## src/hdl/pwr_seq_map.svh

```systemverilog
// register offsets, field positions, reset values and settling constants
`ifndef PWR_SEQ_MAP_SVH
`define PWR_SEQ_MAP_SVH

`define ADDR_W               2
`define DATA_W               8

`define OFS_SYS_CTRL         2'h0
`define OFS_CLK_DIV          2'h1
`define OFS_STATUS           2'h2

`define SYS_DEEP_HALT_PIN_N_SEL_BIT     7
`define SYS_SETTLE_HI        6
`define SYS_SETTLE_LO        4
`define SYS_NMI_EDGE_BIT     3
`define SYS_CTRL_RST         8'h00

`define DIV_HI_BIT           1
`define DIV_LO_BIT           0
`define CLK_DIV_RST          8'h00

`define STAT_STATE_HI        2
`define STAT_SETTLE_BIT      3
`define STAT_OSC_BIT         4
`define STAT_CLK_BIT         5

`define SETTLE_BASE_STATES   8192
`define SETTLE_SHORT_STATES  1024
`define SETTLE_CNT_W         22
`define SETTLE_SEL_SHORT     3'h6
`define SETTLE_SEL_ILLEGAL   3'h7
`define SETTLE_SEL_LONGEST   3'h5

`endif

```

## src/hdl/pwr_seq_pkg.sv

```systemverilog
// types shared by the power-down sequencer
package pwr_seq_pkg;
	typedef enum logic [2:0] {
		ST_RUN        = 3'b000,
		ST_SLEEP      = 3'b001,
		ST_SW_DEEP_HALT_PIN_N    = 3'b010,
		ST_SETTLE     = 3'b011,
		ST_HW_DEEP_HALT_PIN_N    = 3'b100,
		ST_RESET_HOLD = 3'b101
	} pwr_state_type;
endpackage : pwr_seq_pkg

```

## src/hdl/pwr_seq.sv

```systemverilog
// sleep and software standby sequencer with register port
//
// Notes on behaviour
// - halt with standby_select 0 enters sleep
// - cpu stops after halt, registers kept
// - peripherals run in sleep, module standby kept
// - accepted interrupt ends sleep, starts exception
// - source disabled in its module never wakes
// - masked non-nmi interrupts never end sleep
// - reset pin low in sleep forces reset
// - standby pin low in sleep: hardware standby
// - halt with standby_select 1 enters software standby
// - software standby resets and halts peripherals
// - registers, ram and port levels held
// - only nmi, irq0-2 or pins end standby
// - wake restarts oscillator, waits, then exception
// - disabled or masked irq0-2 keep standby
// - reset pin gives clocks at once, no wait
// - standby pin low in standby: hardware standby
// - wait is base times two to divide
// - nmi edge select chooses wake edge
// - standby_select stays 1 after interrupt exit
`timescale 1ns/1ns
`include "pwr_seq_map.svh"
module pwr_seq #(
	parameter int BASE_STATES  = `SETTLE_BASE_STATES,
	parameter int SHORT_STATES = `SETTLE_SHORT_STATES,
	parameter int N_EXT        = 3
) (
	input  wire logic                  i_sys_clk,
	input  wire logic                  i_sys_rst,
	input  wire logic [`ADDR_W-1:0]    i_addr,
	input  wire logic [`DATA_W-1:0]    i_wr_data,
	input  wire logic                  i_wr_stb,
	input  wire logic                  i_rd_stb,
	input  wire logic                  i_halt_exec,
	input  wire logic                  i_hard_init_pin_n,
	input  wire logic                  i_deep_halt_pin_n,
	input  wire logic                  i_nmi_pin,
	input  wire logic [N_EXT-1:0]      i_ext_irq_n,
	input  wire logic [N_EXT-1:0]      i_ext_irq_en,
	input  wire logic [N_EXT-1:0]      i_ext_irq_masked,
	input  wire logic                  i_periph_req,
	input  wire logic                  i_periph_src_en,
	input  wire logic                  i_periph_masked,
	output logic [`DATA_W-1:0]         o_rd_data,
	output pwr_seq_pkg::pwr_state_type o_state,
	output logic                       o_cpu_halt,
	output logic                       o_periph_run,
	output logic                       o_periph_reset,
	output logic                       o_osc_run,
	output logic                       o_clk_en,
	output logic                       o_port_hold,
	output logic                       o_hw_standby,
	output logic                       o_cpu_reset,
	output logic                       o_irq_exc_start,
	output logic                       o_reset_exc_start
);
	import pwr_seq_pkg::*;

	localparam int CW = `SETTLE_CNT_W;

	pwr_state_type          state_ff;
	pwr_state_type          nxt_state;
	logic [`DATA_W-1:0]     sys_ctrl_ff;
	logic [`DATA_W-1:0]     clk_div_ff;
	logic                   deep_halt_pin_n_wake;
	logic                   sleep_wake;
	logic                   settle_busy;
	logic                   settle_done;
	logic                   settle_start;
	logic [CW-1:0]          settle_term;
	logic [7:0]             nxt_ctl;
	logic                   nxt_irq_exc;
	logic                   nxt_reset_exc;

	// decode of the pin-level controls for a state
	// order: halt, run, prst, osc, clk, hold, hwstby, cpurst
	function automatic logic [7:0] ctl_of(input pwr_state_type s);
		logic [7:0] c;
		c = 8'h00;
		unique case (s)
			ST_RUN:        c = 8'b0101_1000;
			ST_SLEEP:      c = 8'b1101_1000;
			// peripherals reset, ports held, osc off
			ST_SW_DEEP_HALT_PIN_N:    c = 8'b1010_0100;
			ST_SETTLE:     c = 8'b1011_0100;
			ST_HW_DEEP_HALT_PIN_N:    c = 8'b1010_0011;
			// clocks supplied at once while reset held
			ST_RESET_HOLD: c = 8'b1011_1001;
			default:       c = 8'b1011_1001;
		endcase
		return c;
	endfunction : ctl_of

	// settling count from the settle and divide fields
	function automatic logic [CW-1:0] wait_states(input logic [2:0] sel,
	                                              input logic [1:0] div);
		logic [CW-1:0] base;
		logic [2:0]    s;
		s = sel;
		// illegal code falls back to the longest base
		if (s == `SETTLE_SEL_ILLEGAL) begin
			s = `SETTLE_SEL_LONGEST;
		end
		// base doubles per code, short code, divide shift
		if (s == `SETTLE_SEL_SHORT) begin
			base = CW'(SHORT_STATES);
		end else begin
			base = CW'(BASE_STATES) << s;
		end
		return base << div;
	endfunction : wait_states

	assign settle_term = wait_states(
		sys_ctrl_ff[`SYS_SETTLE_HI:`SYS_SETTLE_LO],
		{clk_div_ff[`DIV_HI_BIT], clk_div_ff[`DIV_LO_BIT]});

	wake_detect #(
		.N_EXT(N_EXT)
	) u_wake (
		.i_sys_clk       (i_sys_clk),
		.i_sys_rst       (i_sys_rst),
		.i_nmi_pin       (i_nmi_pin),
		.i_nmi_edge_sel  (sys_ctrl_ff[`SYS_NMI_EDGE_BIT]),
		.i_ext_irq_n     (i_ext_irq_n),
		.i_ext_irq_en    (i_ext_irq_en),
		.i_ext_irq_masked(i_ext_irq_masked),
		.i_periph_req    (i_periph_req),
		.i_periph_src_en (i_periph_src_en),
		.i_periph_masked (i_periph_masked),
		.o_deep_halt_pin_n_wake     (deep_halt_pin_n_wake),
		.o_sleep_wake    (sleep_wake)
	);

	settle_timer #(
		.CNT_W(CW)
	) u_settle (
		.i_sys_clk(i_sys_clk),
		.i_sys_rst(i_sys_rst),
		.i_start  (settle_start),
		.i_clear  (nxt_state != ST_SETTLE && state_ff != ST_SW_DEEP_HALT_PIN_N),
		.i_term   (settle_term),
		.o_busy   (settle_busy),
		.o_done   (settle_done)
	);

	// pin priority: standby pin, then reset pin, then the sequence
	always_comb begin
		nxt_state     = state_ff;
		nxt_irq_exc   = 1'b0;
		nxt_reset_exc = 1'b0;
		settle_start  = 1'b0;
		if (!i_deep_halt_pin_n) begin
			// standby pin low goes to hardware standby
			nxt_state = ST_HW_DEEP_HALT_PIN_N;
		end else if (state_ff == ST_HW_DEEP_HALT_PIN_N) begin
			nxt_state = ST_RESET_HOLD;
		end else if (!i_hard_init_pin_n) begin
			// reset pin low forces reset, no wait
			nxt_state = ST_RESET_HOLD;
		end else begin
			unique case (state_ff)
				ST_RUN: begin
					if (i_halt_exec) begin
						if (sys_ctrl_ff[`SYS_DEEP_HALT_PIN_N_SEL_BIT]) begin
							nxt_state = ST_SW_DEEP_HALT_PIN_N;
						end else begin
							nxt_state = ST_SLEEP;
						end
					end
				end
				ST_SLEEP: begin
					if (sleep_wake) begin
						nxt_state   = ST_RUN;
						nxt_irq_exc = 1'b1;
					end
				end
				ST_SW_DEEP_HALT_PIN_N: begin
					if (deep_halt_pin_n_wake) begin
						nxt_state    = ST_SETTLE;
						settle_start = 1'b1;
					end
				end
				ST_SETTLE: begin
					if (settle_done) begin
						nxt_state   = ST_RUN;
						nxt_irq_exc = 1'b1;
					end
				end
				ST_RESET_HOLD: begin
					// reset exception on the pin rising
					nxt_state     = ST_RUN;
					nxt_reset_exc = 1'b1;
				end
				default: begin
					nxt_state = ST_RESET_HOLD;
				end
			endcase
		end
	end

	assign nxt_ctl = ctl_of(nxt_state);

	always_ff @(posedge i_sys_clk) begin
		if (i_sys_rst) begin
			state_ff <= ST_RUN;
		end else begin
			state_ff <= nxt_state;
		end
	end

	// outputs follow the next state so they line up with state_ff
	always_ff @(posedge i_sys_clk) begin
		if (i_sys_rst) begin
			o_state        <= ST_RUN;
			o_cpu_halt     <= 1'b0;
			o_periph_run   <= 1'b1;
			o_periph_reset <= 1'b0;
			o_osc_run      <= 1'b1;
			o_clk_en       <= 1'b1;
			o_port_hold    <= 1'b0;
			o_hw_standby   <= 1'b0;
			o_cpu_reset    <= 1'b0;
		end else begin
			o_state        <= nxt_state;
			o_cpu_halt     <= nxt_ctl[7];
			o_periph_run   <= nxt_ctl[6];
			o_periph_reset <= nxt_ctl[5];
			o_osc_run      <= nxt_ctl[4];
			o_clk_en       <= nxt_ctl[3];
			o_port_hold    <= nxt_ctl[2];
			o_hw_standby   <= nxt_ctl[1];
			o_cpu_reset    <= nxt_ctl[0];
		end
	end

	always_ff @(posedge i_sys_clk) begin
		if (i_sys_rst) begin
			o_irq_exc_start   <= 1'b0;
			o_reset_exc_start <= 1'b0;
		end else begin
			o_irq_exc_start   <= nxt_irq_exc;
			o_reset_exc_start <= nxt_reset_exc;
		end
	end

	// reset pin and hardware standby reinitialise the registers;
	// no hardware path clears standby_select on a wake
	always_ff @(posedge i_sys_clk) begin
		if (i_sys_rst || state_ff == ST_RESET_HOLD ||
		    state_ff == ST_HW_DEEP_HALT_PIN_N) begin
			sys_ctrl_ff <= `SYS_CTRL_RST;
			clk_div_ff  <= `CLK_DIV_RST;
		end else if (i_wr_stb) begin
			if (i_addr == `OFS_SYS_CTRL) begin
				sys_ctrl_ff <= i_wr_data;
			end
			if (i_addr == `OFS_CLK_DIV) begin
				clk_div_ff <= {6'h00, i_wr_data[1:0]};
			end
		end
	end

	// read data valid only in the cycle after the strobe
	always_ff @(posedge i_sys_clk) begin
		if (i_sys_rst || !i_rd_stb) begin
			o_rd_data <= 8'h00;
		end else begin
			unique case (i_addr)
				`OFS_SYS_CTRL: o_rd_data <= sys_ctrl_ff;
				`OFS_CLK_DIV:  o_rd_data <= clk_div_ff;
				`OFS_STATUS:   o_rd_data <= {2'b00, o_clk_en, o_osc_run,
				                             settle_busy, state_ff};
				default:       o_rd_data <= 8'h00;
			endcase
		end
	end
endmodule : pwr_seq

```

## src/hdl/settle_timer.sv

```systemverilog
// oscillator settling counter
`timescale 1ns/1ns
module settle_timer #(
	parameter int CNT_W = 22
) (
	input  wire logic             i_sys_clk,
	input  wire logic             i_sys_rst,
	input  wire logic             i_start,
	input  wire logic             i_clear,
	input  wire logic [CNT_W-1:0] i_term,
	output logic                  o_busy,
	output logic                  o_done
);
	logic [CNT_W-1:0] cnt_ff;
	logic [CNT_W-1:0] term_ff;

	// term latched at start so a late register write cannot shorten it
	always_ff @(posedge i_sys_clk) begin
		if (i_sys_rst || i_clear) begin
			o_busy  <= 1'b0;
			cnt_ff  <= '0;
			term_ff <= '0;
		end else if (i_start) begin
			o_busy  <= 1'b1;
			cnt_ff  <= {{(CNT_W-1){1'b0}}, 1'b1};
			term_ff <= i_term;
		end else if (o_busy) begin
			if (cnt_ff == term_ff) begin
				o_busy <= 1'b0;
			end else begin
				cnt_ff <= cnt_ff + {{(CNT_W-1){1'b0}}, 1'b1};
			end
		end
	end

	always_ff @(posedge i_sys_clk) begin
		if (i_sys_rst || i_clear) begin
			o_done <= 1'b0;
		end else begin
			o_done <= o_busy && !i_start && (cnt_ff == term_ff);
		end
	end
endmodule : settle_timer

```

## src/hdl/wake_detect.sv

```systemverilog
// nmi edge detection and qualification of wake requests
`timescale 1ns/1ns
module wake_detect #(
	parameter int N_EXT = 3
) (
	input  wire logic             i_sys_clk,
	input  wire logic             i_sys_rst,
	input  wire logic             i_nmi_pin,
	input  wire logic             i_nmi_edge_sel,
	input  wire logic [N_EXT-1:0] i_ext_irq_n,
	input  wire logic [N_EXT-1:0] i_ext_irq_en,
	input  wire logic [N_EXT-1:0] i_ext_irq_masked,
	input  wire logic             i_periph_req,
	input  wire logic             i_periph_src_en,
	input  wire logic             i_periph_masked,
	output logic                  o_deep_halt_pin_n_wake,
	output logic                  o_sleep_wake
);
	logic nmi_prev_ff;
	logic nmi_edge;
	logic ext_wake;

	always_ff @(posedge i_sys_clk) begin
		if (i_sys_rst) begin
			nmi_prev_ff <= 1'b0;
		end else begin
			nmi_prev_ff <= i_nmi_pin;
		end
	end

	// edge select: 0 falling, 1 rising
	assign nmi_edge = i_nmi_edge_sel ? (!nmi_prev_ff && i_nmi_pin)
	                                 : (nmi_prev_ff && !i_nmi_pin);
	assign ext_wake = |(~i_ext_irq_n & i_ext_irq_en & ~i_ext_irq_masked);
	// standby wakes on nmi or enabled irq0-2
	assign o_deep_halt_pin_n_wake  = nmi_edge || ext_wake;
	// sleep also wakes on a qualified peripheral
	assign o_sleep_wake = nmi_edge || ext_wake ||
	                      (i_periph_req && i_periph_src_en &&
	                       !i_periph_masked);
endmodule : wake_detect

```

## config.mk

```make
export PLATFORM = sky130hd
export DESIGN_NAME = pwr_seq
export DESIGN_NICKNAME = d
export VERILOG_FILES = /design/src/hdl/pwr_seq_pkg.sv /design/src/hdl/pwr_seq.sv /design/src/hdl/settle_timer.sv /design/src/hdl/wake_detect.sv
export VERILOG_INCLUDE_DIRS = /design/src /design/src/hdl
export SDC_FILE = /design/constraint.sdc
export NUM_CORES = 1
export LEC_CHECK = 0
export BUFFER_PORTS_ARGS = -buffer_cell sky130_fd_sc_hd__buf_2
export CORE_ASPECT_RATIO = 2
export CORE_MARGIN = 3
export CORE_UTILIZATION = 50
export CTS_CLUSTER_SIZE = 12
export DETAILED_ROUTE_END_ITERATION = 16
export MAX_ROUTING_LAYER = met4
export PLACE_DENSITY = 0.76
export SYNTH_ARGS = -nofsm -noshare
export SYNTH_HDL_FRONTEND = slang
export SYNTH_HIERARCHICAL = 1
export SYNTH_SLANG_ARGS = --single-unit
```

## constraint.sdc

```tcl
create_clock -name i_sys_clk -period 2.1 [get_ports i_sys_clk]
set_input_delay 0.105 -clock i_sys_clk [delete_from_list [all_inputs] [get_ports i_sys_clk]]
set_output_delay 0.105 -clock i_sys_clk [all_outputs]
set_load 0.01 [all_outputs]
```

# Word level (Yosys, flattened, before mapping)
# Index checks and enable logic that the tools add are counted.
[classes] n_addsub=1 n_eq_ne=17 n_shift=2 muxes=29 n_bitwise=7 reduce_logical=29
[op_table] op="8-bit one-hot mux with 5 select lines" count=1
[op_table] op="3-bit two-way mux" count=8
[op_table] op="8-bit one-hot mux with 3 select lines" count=1
[op_table] op="22-bit by 1-bit adder with 22-bit output, second input constant" count=1
[op_table] op="22-bit == test" count=1
[op_table] op="22-bit two-way mux" count=1
[op_table] op="14-bit by 3-bit left shift with 22-bit output, first input constant" count=1
[op_table] op="22-bit by 2-bit left shift with 22-bit output" count=1
[op_table] op="3-bit == test, second input constant" count=5
[op_table] op="1-bit two-way mux" count=15
[op_table] op="3-bit one-hot mux with 5 select lines" count=1
[op_table] op="3-bit by 2-bit == test with 1-bit output, second input constant" count=4
[op_table] op="2-bit AND reduction" count=4
[op_table] op="1-bit logical AND" count=7
[op_table] op="3-bit bitwise AND" count=2
[op_table] op="3-bit by 1-bit == test with 1-bit output, second input constant" count=2
[op_table] op="3-bit logical NOT" count=2
[op_table] op="1-bit logical OR" count=6
[op_table] op="3-bit by 2-bit inequality test with 1-bit output, second input constant" count=2
[op_table] op="3-bit NOT" count=2
[op_table] op="1-bit logical NOT" count=5
[op_table] op="4-bit OR reduction" count=1
[op_table] op="1-bit NOT" count=3
[op_table] op="3-bit OR reduction" count=1
[op_table] op="8 further kinds" count=8
[totals] ff_bits=78 in_bits=30 output_inout_bits=21 wordCells=105

# Longest topological paths before layout
# Gate-level depths: netlist of the first run.
[logic_depth] depth_word=15 depth_mapped=12 mapped_depth_nobuf=11

# Cells and area by module
# The synthesis of the first run kept the hierarchy.
[modules_own_cells] module="settle_timer" instances=1 cells_per_inst=232 area_per_inst_um2=2170.8 seq_area_each_um2=920.9
[modules_own_cells] module="pwr_seq" instances=1 cells_per_inst=158 area_per_inst_um2=1383.8 seq_area_each_um2=600.6
[modules_own_cells] module="wake_detect" instances=1 cells_per_inst=12 area_per_inst_um2=88.8 seq_area_each_um2=20.0

# Worst setup path after synthesis of the first run
# No wires, ideal clock.
[synth_path] path_kind="register to register" from="reg u_wake.nmi_prev_ff" to="reg u_settle.cnt_ff[16]" setup_time_ns=0.071 arrival_ns=2.275 t_required_ns=2.029 setup_slack_ns=-0.246 path_stages_with_launch=12 path_buffers=2 period_less_slack_ns=2.346 path_cell_list="dfxtp_1 -> and3b_1 -> a211oi_2 -> o211ai_1 -> nor2_1 -> o22ai_1 -> o311a_4 -> o31a_1 -> or3_1 -> buf_1 -> clkbuf_1 -> a21oi_1"
[synth_between] elab_chain_len=14 elab_cells_between_ends=21 cone_classes="eq/ne (1); mux (12); reduce/logical (8)"
[synth_rtl] element="start: declaration" line_no="wake_detect.sv:19" text="logic nmi_prev_ff;"
[synth_rtl] element="start signal: assignment" line_no="wake_detect.sv:27" text="nmi_prev_ff <= i_nmi_pin;"
[synth_rtl] element="1-bit logical NOT" line_no="wake_detect.sv:32" text="assign nmi_edge = i_nmi_edge_sel ? (!nmi_prev_ff && i_nmi_pin)"
[synth_rtl] element="1-bit logical AND" line_no="wake_detect.sv:32"
[synth_rtl] element="1-bit two-way mux *" line_no="wake_detect.sv:32"
[synth_rtl] element="1-bit logical OR * (2 in series)" line_no="wake_detect.sv:38" text="assign o_sleep_wake = nmi_edge || ext_wake ||"
[synth_rtl] element="via sleep_wake" line_no="pwr_seq.sv:68" text="logic sleep_wake;"
[synth_rtl] element="3-bit two-way mux *" line_no="pwr_seq.sv:174" text="if (sleep_wake) begin"
[synth_rtl] element="3-bit one-hot mux with 5 select lines *" line_no="pwr_seq.sv:163" text="unique case (state_ff)"
[synth_rtl] element="3-bit two-way mux *" line_no="pwr_seq.sv:159" text="end else if (!i_hard_init_pin_n) begin"
[synth_rtl] element="3-bit two-way mux *" line_no="pwr_seq.sv:157" text="end else if (state_ff == ST_HW_DEEP_HALT_PIN_N) begin"
[synth_rtl] element="3-bit two-way mux *" line_no="pwr_seq.sv:154" text="if (!i_deep_halt_pin_n) begin"
[synth_rtl] element="3-bit by 2-bit inequality test with 1-bit output *" line_no="pwr_seq.sv:142" text=".i_clear (nxt_state != ST_SETTLE && state_ff != ST_SW_DEEP_HALT_PIN_N),"
[synth_rtl] element="1-bit logical AND *" line_no="pwr_seq.sv:142"
[synth_rtl] element="1-bit logical OR *" line_no="settle_timer.sv:19" text="if (i_sys_rst || i_clear) begin"
[synth_rtl] element="2-bit OR reduction (no line) *"
[synth_rtl] element="end signal: assignment" line_no="settle_timer.sv:25" text="cnt_ff <= {{(CNT_W-1){1'b0}}, 1'b1};"
[synth_rtl] element="end signal: assignment" line_no="settle_timer.sv:31" text="cnt_ff <= cnt_ff + {{(CNT_W-1){1'b0}}, 1'b1};"
[synth_rtl] element="end: declaration" line_no="settle_timer.sv:14" text="logic [CNT_W-1:0] cnt_ff;"
# Mark *: on every way through the listed nets, which the timed path passes. The rest lies on a longest branch.
# A chain may end at the register's enable or synchronous reset.

# Worst setup path after layout of the first run
[layout_path] from="reg u_wake.nmi_prev_ff" to="reg u_settle.cnt_ff[21]"
# Same word-level chain as after synthesis.

==> impl_metrics.py, run 1 <==
metrics = {
    "status": {
        "outcome": "finished with violations",
        "failed_checks": "negative setup slack",
    },
    "power_and_ir_drop": {
        "power_density_nw_per_um2": 727.8,
        "leakage_nw": 1.782,
        "power.total_mw": 3.272,
        "vdd_drop_max_mv": 0.6882,
    },
    "setup_path": {
        "crit_required_ns": 2.37,
        "worst-path-max-fanout": 18,
        "worstSetupPathType": "register to register",
        "reg2regPathDepth": 10,
        "rr_endpoint": "u_settle/cnt_ff[21]",
        "r2r_slack_ns": -0.05,
        "crit_start": "u_wake/nmi_prev_ff",
        "start_kind": "register",
        "crit_path_end_kind": "register",
        "cp.arrival_ns": 2.42,
        "timing.rr.start": "u_wake/nmi_prev_ff",
    },
    "logic_synthesis": {
        "synthAdderAreaFrac_pct": 0.3434,
        "syn_area_per_cell_sq_um": 9.063,
        "ys_types": 59,
        "syn_area_sq_um": 3643,
        "ys_ff_latch": 77,
        "synth-compound-area-share_pct": 12.43,
        "ys_warn_count": 6,
        "synthArstFlopShare_pct": 0,
        "synth_edf_count": 0,
        "synthXorXnorAreaFrac_pct": 7.212,
        "synth-simple-area-share_pct": 22.70,
        "synth_flop_cell": "dfxtp_1",
        "synth_top_family_by_area": "simple AND/OR/NAND/NOR gates",
        "synth_cells": 402,
        "ys_seq_area_share_pct": 42.31,
        "synth.mux.area_fraction_pct": 10.44,
    },
    "cells_and_area": {
        "layout_common_cells": "dfxtp_1 (75), nor2_1 (57), buf_2 (50)",
        "fill_cells": 574,
        "multi_input_area_sq_um": 2007,
        "layout_commonest_cell": "dfxtp_1",
        "final_nets": 504,
        "final_cells": 568,
        "insertedDiodeCount": 0,
        "seqCellArea_sq_um": 1544,
        "layout-drive-gt1-share_pct": 24.69,
        "area_growth_pct": 23.39,
    },
    "run": {
        "cap_viol_max_count": 0,
    },
    "sta": {
        "post-route-period-util_pct": 102.5,
        "rsz0062_at_grt": "true",
        "timing.final.ws_setup_ns": -0.05302,
        "slew_viol_final": 0,
        "hold_violations": 0,
        "setup_viol": 19,
        "period_minus_slack_ns": 2.153,
        "fmax_mhz": 464.5,
        "clock_skew_ns": 0.004121,
    },
    "min_path": {
        "hp-class": "input port to register",
        "whs_endpoint": "sys_ctrl_ff[6]",
        "worstHoldStart": "i_wr_data[6]",
        "hold_depth": 3,
    },
    "cts": {
        "clk_latency_ns": 0.33,
        "cts_tree": "done",
        "numCtsBuffers": 9,
        "clock-sinks": 77,
        "cts.reportedPaths.clkPinSlew_ns": 0.06,
        "clockBufferDepth": 2,
        "cts_root_buf": "clkbuf_16",
        "htreeDepth": 3,
    },
    "routing": {
        "drt-total-wl_mm": 8.594,
        "routedWlPerCell_um": 15.13,
        "drtAntennaViolNets": 0,
        "dr.pass1.iters": 5,
        "via_per_inst": 5.438,
        "drcViolationCount": 0,
        "initialDrtViolationCount": 125,
        "vias": 3089,
    },
    "grt": {
        "grt_max_degree": 25,
        "grt_pass1_vias": 3134,
        "grt_pass1_wl_mm": 14.46,
        "grt-ovfl-total": 0,
        "antenna_found_initial": 0,
        "grt_use_total_pct": 22.91,
    },
    "floorplanning": {
        "fp.dieArea_sq_um": 8409,
        "num_rows": 43,
        "coreArea_sq_um": 6994,
        "start_util_pct": 52.09,
        "ios": 51,
        "die_w_um": 66.36,
        "fp.dieH_um": 126.7,
    },
    "placement": {
        "hpwl_mm": 6.482,
        "gp_congestion": 0.8425,
        "place_inst": 550,
        "portBuffers": 50,
    },
}
[through the flow]
stage	utilization, %	setup WS [ns]	hold slack [ns]	instance area, sq um	setup TNS [ns]
2_1_floorplan	-	0.006229	0.1692	3721	0
3_3_place_gp	59.28	-0.01463	0.3373	4146	-0.1321
3_5_place_dp	59.28	-0.09221	0.3426	4146	-1.415
4_1_cts	63.92	-0.05245	0.006535	4471	-0.7768
5_1_grt	64.28	-0.1683	0.03351	4496	-4.822
6_report	64.28	-0.05302	0.008382	4496	-0.7387
[sequential cells by signal, summed over array words and instances (netlist names)]
| name | cells |
|---|---|
| clk_div_ff | 2 |
| u_settle/o_done | 1 |
| u_settle/cnt_ff | 22 |
| o_reset_exc_start | 1 |
| o_irq_exc_start | 1 |
| u_settle/o_busy | 1 |
| o_cpu_halt | 1 |
| u_wake/nmi_prev_ff | 1 |
| o_periph_reset | 1 |
| o_port_hold | 1 |
| o_periph_run | 1 |
| o_rd_data | 8 |
| u_settle/term_ff | 22 |
| sys_ctrl_ff | 8 |
| o_clk_en | 1 |
| o_hw_standby | 1 |
| o_osc_run | 1 |
| o_state | 3 |
[how the worst max path moves through the flow]
stage,to,slack [ns]
finish,u_settle/cnt_ff[21],-0.05
global route,u_settle/cnt_ff[19],-0.17
CTS,u_settle/cnt_ff[3],-0.05
detailed placement,u_settle/cnt_ff[3],-0.09
global placement,u_settle/cnt_ff[15],-0.01
floorplan,u_settle/cnt_ff[16],0.006
[repair_timing]
| item | 4_1_cts | 5_1_grt |
|---|---|---|
| endpoints found under the hold margin | 1 | 0 |
| gates resized for setup | 1 | 7 |
| endpoints found under the setup margin | 21 | 46 |
| hold buffers | 1 | 0 |
| buffers inserted | 0 | 1 |
| pin swaps | 3 | 2 |
[layout make-up]
class	count	area share (%)
inverters	12	1.002
multi-input cells	298	44.64
clock inverters	4	1.614
well taps	90	2.505
repair buffers	75	10.63
clock buffers	12	5.260
flip-flops and latches	77	34.34
[kinds of logic after synthesis]
kind of cell             Yosys count
buffers and inverters             36
flip-flops                        77
XOR/XNOR                          30
other                              1
adder cells (fa/ha/maj)            1
AND/OR/NAND/NOR                  151
multiplexers                      38
AO/OA/AOI/OAI                     68
[layer usage]
layer	track usage, %	vias up	wire length [um]	part of all wire (%)
met5	-	-	0	0
met4	14.73	0	466	5.4
met3	3.720	32	288	3.4
met2	38.84	88	4699	55
met1	23.64	1444	3140	37
li1	-	1525	-	-
[power breakdown]
| group | internal [mW] | total [mW] | switching, mW |
|---|---|---|---|
| Clock | 1.04 | 1.62 | 0.580 |
| Combinational | 0.0757 | 0.157 | 0.0815 |
| Sequential | 1.48 | 1.49 | 0.0165 |
| Total | 2.59 | 3.27 | 0.678 |
[worst max-delay path: stages, from the launching register on]
cell	delay [ns]
dfxtp_2	0.32
and3b_1	0.18
a211oi_2	0.17
o211ai_1	0.14
nor2_1	0.12
o22ai_1	0.11
o311a_4	0.15
o31a_1	0.26
or3_4	0.35
buf_12	0.16
a21oi_1	0.11
[synthesized netlist by cell type, types with 3 or more instances]
master / instances / share of area [%]
nor2_1: 64 / 6.6
or3_1: 14 / 2.4
buf_4: 3 / 0.62
nor3b_1: 4 / 0.82
a21oi_1: 19 / 2.6
o21ai_1: 9 / 1.2
nor3_1: 10 / 1.4
dfxtp_1: 77 / 42
xnor2_1: 4 / 0.96
nor4_1: 3 / 0.52
nand2b_1: 6 / 1.0
o21a_1: 5 / 1.0
o22ai_1: 3 / 0.52
inv_1: 12 / 1.2
nand3_1: 9 / 1.2
o211ai_1: 4 / 0.82
o21ai_0: 8 / 1.1
xor2_1: 26 / 6.3
clkbuf_1: 11 / 1.1
nor2b_1: 4 / 0.69
buf_2: 7 / 0.96
nor4_2: 3 / 1.0
mux2i_1: 38 / 10
nand2_1: 15 / 1.5
(Power assumes the default switching activity.)
==> run 2: changes to the inputs <==
CORE_MARGIN = 5   (was 3)
clock period = 1.9 ns   (was 2.1 ns; I/O delays follow)
==> impl_metrics.py, run 2 (synthesized netlist as in run 1, its figures left out) <==
metrics = {
    "cells_and_area": {
        "top_regs": "u_settle/cnt_ff x22, u_settle/term_ff x22",
        "layout_common_cells": "dfxtp_1 (75), nor2_1 (52), buf_2 (50)",
        "final_nets": 528,
        "layout_commonest_cell": "dfxtp_1",
        "fill_cells": 567,
        "layout-drive-gt1-share_pct": 31.67,
        "insertedDiodeCount": 0,
        "area_growth_pct": 30.29,
    },
    "grt": {
        "grt-ovfl-total": 0,
        "grt_pass1_vias": 3263,
        "antenna_found_initial": 0,
        "grt_pass1_wl_mm": 14.87,
        "grt_use_total_pct": 21.43,
        "grt_max_degree": 25,
    },
    "power_and_ir_drop": {
        "leakage_nw": 1.906,
        "power_density_nw_per_um2": 747.7,
        "power.total_mw": 3.549,
        "vdd_drop_max_mv": 1.090,
    },
    "sta": {
        "hold_violations": 0,
        "timing.final.ws_setup_ns": -0.3603,
        "slew_viol_final": 0,
        "clock_skew_ns": 0.006131,
        "setup_viol": 46,
        "hold_slack_ns": 0.008234,
        "fmax_mhz": 442.4,
        "period_minus_slack_ns": 2.260,
        "rsz0062_at_grt": "true",
        "post-route-period-util_pct": 119.0,
    },
    "cts": {
        "numCtsBuffers": 9,
        "cts_root_buf": "clkbuf_16",
        "clock-sinks": 77,
        "cts_tree": "done",
        "cts.reportedPaths.clkPinSlew_ns": 0.06,
        "clk_latency_ns": 0.34,
        "htreeDepth": 3,
        "clockBufferDepth": 2,
    },
    "floorplanning": {
        "fp.dieArea_sq_um": 9197,
        "fp.dieH_um": 130.7,
        "start_util_pct": 50.52,
        "num_rows": 44,
        "ios": 51,
        "die_w_um": 70.36,
        "coreArea_sq_um": 7212,
    },
    "routing": {
        "routedWlPerCell_um": 15.55,
        "drt-total-wl_mm": 9.235,
        "via_per_inst": 5.384,
        "initialDrtViolationCount": 104,
        "dr.pass1.iters": 4,
        "vias": 3198,
        "drcViolationCount": 0,
        "drtAntennaViolNets": 0,
    },
    "setup_path": {
        "crit_required_ns": 2.19,
        "crit_path_end_kind": "register",
        "reg2regPathDepth": 11,
        "worstSetupPathType": "register to register",
        "cp.arrival_ns": 2.55,
        "start_kind": "register",
        "worst-path-max-fanout": 4,
    },
    "placement": {
        "gp_congestion": 0.8523,
        "pre_cts_slack_ns": -0.3050,
        "hpwl_mm": 6.841,
        "portBuffers": 50,
    },
    "min_path": {
        "hold_depth": 3,
        "hp-class": "input port to register",
    },
    "status": {
        "outcome": "finished with violations",
        "failed_checks": "negative setup slack",
    },
    "run": {
        "cap_viol_max_count": 0,
    },
}
[run 2: worst max-delay path, stage by stage (launching register included)]
cell      delay [ns]
dfxtp_2         0.33
and3b_1         0.19
a211oi_2        0.19
o211ai_1        0.15
nor2_1          0.13
o22ai_1         0.12
o311a_4         0.15
o31a_1          0.27
or2_4           0.29
nor2_4          0.16
buf_4           0.13
o21a_1          0.10
[run 2: area by class of cell]
type                    count  area, sq um  area share (%)
clock inverters             7        73.82           1.555
clock buffers               9        225.2           4.744
inverters                  12        45.04          0.9489
flip-flops and latches     77         1544           32.53
multi-input cells         298         2073           43.67
well taps                  92        115.1           2.425
repair buffers             99        670.6           14.13
[run 2: metal layers]
| metal | global-route usage [%] | part of all wire, % |
|---|---|---|
| met1 | 18.73 | 34 |
| met2 | 40.00 | 57 |
| met3 | 4.211 | 3.5 |
| met4 | 15.24 | 5.6 |
| met5 | - | 0 |
[run 2: worst paths after layout]
| check | startpoint | to | slack [ns] |
|---|---|---|---|
| max | u_wake/nmi_prev_ff | u_settle/cnt_ff[11] | -0.36 |
| min | i_wr_data[0] | clk_div_ff[0] | 0.008 |
| max reg2reg | u_wake/nmi_prev_ff | u_settle/cnt_ff[11] | -0.36 |
| min reg2reg | u_settle/cnt_ff[21] | u_settle/cnt_ff[21] | 0.51 |
[run 2: where the power goes]
group | total, mW | leakage (nW) | internal, mW | switching, mW
clock network | 1.70 | 0.146 | 1.02 | 0.682
registers | 1.65 | 0.624 | 1.63 | 0.0185
logic | 0.196 | 1.14 | 0.0992 | 0.0966
total | 3.55 | 1.91 | 2.75 | 0.797
[run 2: stage by stage]
step	std cells	area [sq um]	setup TNS, ns	util [%]
after floorplan	411	3757	-4.226	-
after global placement	569	4279	-5.807	59.33
after detailed placement	569	4279	-9.643	59.33
after CTS	591	4656	-9.430	64.56
after global routing	594	4747	-18.20	65.82
final	594	4747	-12.50	65.82
[run 2: repair_timing]
item | CTS | global route
setup buffers | 0 | 3
hold buffers | 6 | 0
hold endpoints to repair | 6 | 0
endpoints found under the setup margin | 46 | 46
pin swaps | 1 | 2
resized for setup | 4 | 22
==> run 3: changes to the inputs <==
CTS_CLUSTER_SIZE = unset   (was 12)
SKIP_LAST_GASP = 1   (was unset)
==> impl_metrics.py, run 3 (synthesized netlist as in run 1, its figures left out) <==
metrics = {
    "floorplanning": {
        "fp.dieH_um": 130.7,
        "start_util_pct": 50.52,
        "coreArea_sq_um": 7212,
        "num_rows": 44,
        "die_w_um": 70.36,
        "fp.dieArea_sq_um": 9197,
        "ios": 51,
    },
    "setup_path": {
        "worst-path-max-fanout": 4,
        "worstSetupPathType": "register to register",
        "timing.rr.start": "sys_ctrl_ff[3]",
        "start_kind": "register",
        "crit_path_end_kind": "register",
        "crit_start": "sys_ctrl_ff[3]",
        "crit_required_ns": 2.19,
        "cp.arrival_ns": 2.54,
    },
    "cts": {
        "numCtsBuffers": 9,
        "clock-sinks": 77,
        "clockBufferDepth": 2,
        "htreeDepth": 3,
        "cts.reportedPaths.clkPinSlew_ns": 0.06,
        "clk_latency_ns": 0.34,
        "cts_tree": "done",
        "cts_root_buf": "clkbuf_16",
    },
    "placement": {
        "place_area_sq_um": 4279,
        "hpwl_mm": 6.841,
        "gp_congestion": 0.8523,
        "pre_cts_slack_ns": -0.3050,
        "portBuffers": 50,
        "place_inst": 569,
    },
    "sta": {
        "slew_viol_final": 0,
        "setup_tns_ns": -12.36,
        "hold_violations": 0,
        "post-route-period-util_pct": 118.7,
        "period_minus_slack_ns": 2.256,
        "timing.final.ws_setup_ns": -0.3561,
        "clock_skew_ns": 0.004487,
        "rsz0062_at_grt": "true",
        "fmax_mhz": 443.2,
        "hold_slack_ns": 0.007028,
        "setup_viol": 46,
    },
    "cells_and_area": {
        "insertedDiodeCount": 0,
        "post-route-util_pct": 65.34,
        "layout_commonest_cell": "dfxtp_1",
        "area_growth_pct": 29.33,
        "final_cells": 594,
        "final_nets": 528,
        "top_regs": "u_settle/cnt_ff x22, u_settle/term_ff x22",
        "layout-drive-gt1-share_pct": 29.48,
        "layout_common_cells": "dfxtp_1 (75), nor2_1 (57), buf_2 (50)",
        "fin_area_sq_um": 4712,
    },
    "status": {
        "failed_checks": "negative setup slack",
        "outcome": "finished with violations",
    },
    "routing": {
        "routedWlPerCell_um": 15.46,
        "drcViolationCount": 0,
        "dr.pass1.iters": 4,
        "via_per_inst": 5.391,
        "initialDrtViolationCount": 88,
        "vias": 3202,
        "drt-total-wl_mm": 9.184,
        "drtAntennaViolNets": 0,
    },
    "run": {
        "cap_viol_max_count": 0,
    },
    "grt": {
        "grt_max_degree": 25,
        "grt-ovfl-total": 0,
        "grt_use_total_pct": 21.43,
        "grt_pass1_wl_mm": 14.87,
        "grt_pass1_vias": 3263,
        "antenna_found_initial": 0,
    },
    "min_path": {
        "worstHoldStart": "i_wr_data[0]",
        "hp-class": "input port to register",
    },
    "power_and_ir_drop": {
        "vdd_drop_max_mv": 1.090,
        "power.total_mw": 3.549,
        "leakage_nw": 1.906,
        "power_density_nw_per_um2": 753.1,
    },
}
run 3: timing repair:
action | in CTS | in global routing
setup endpoints to repair | 46 | 46
hold buffers | 6 | 0
pin swaps | 1 | 2
hold endpoints to repair | 6 | 0
gates resized for setup | 4 | 11
gates cloned | 0 | 0
buffers inserted | 0 | 3
run 3: worst paths after layout:
check | endpoint | slack, ns | cells past startpoint
hold reg to reg | u_settle/cnt_ff[21] | 0.50 | 2
hold / removal | clk_div_ff[0] | 0.007 | 3
setup / recovery | u_settle/cnt_ff[11] | -0.36 | 11
setup reg to reg | u_settle/cnt_ff[11] | -0.36 | 11
run 3: area by class of cell:
cell class	instances	area (sq um)
clock inverters	7	73.82
flip-flops and latches	77	1544
multi-input cells	298	2038
well taps	92	115.1
repair buffers	99	670.6
fillers	568	2500
clock buffers	9	225.2
inverters	12	45.04
run 3: routing by layer:
layer | global-route usage [%] | vias to the layer above | wire, um
met4 | 15.24 | 0 | 569
li1 | - | 1574 | -
met2 | 40.00 | 76 | 5178
met5 | - | - | 0
met3 | 4.211 | 36 | 289
met1 | 18.73 | 1516 | 3147
run 3: report_power, final:
| group | leakage, nW | internal, mW | switching, mW | total (mW) |
|---|---|---|---|---|
| clock network | 0.146 | 1.02 | 0.681 | 1.70 |
| logic | 1.14 | 0.0992 | 0.0968 | 0.196 |
| registers | 0.624 | 1.63 | 0.0185 | 1.65 |
run 3: critical path, cell delays in order, from the launching register on:
cell	delay (ns)
dfxtp_2	0.34
and3b_1	0.18
a211oi_2	0.19
o211ai_1	0.16
nor2_1	0.12
o22ai_1	0.12
o311a_4	0.15
o31a_1	0.26
or2_4	0.29
nor2_4	0.16
buf_4	0.13
o21a_1	0.10
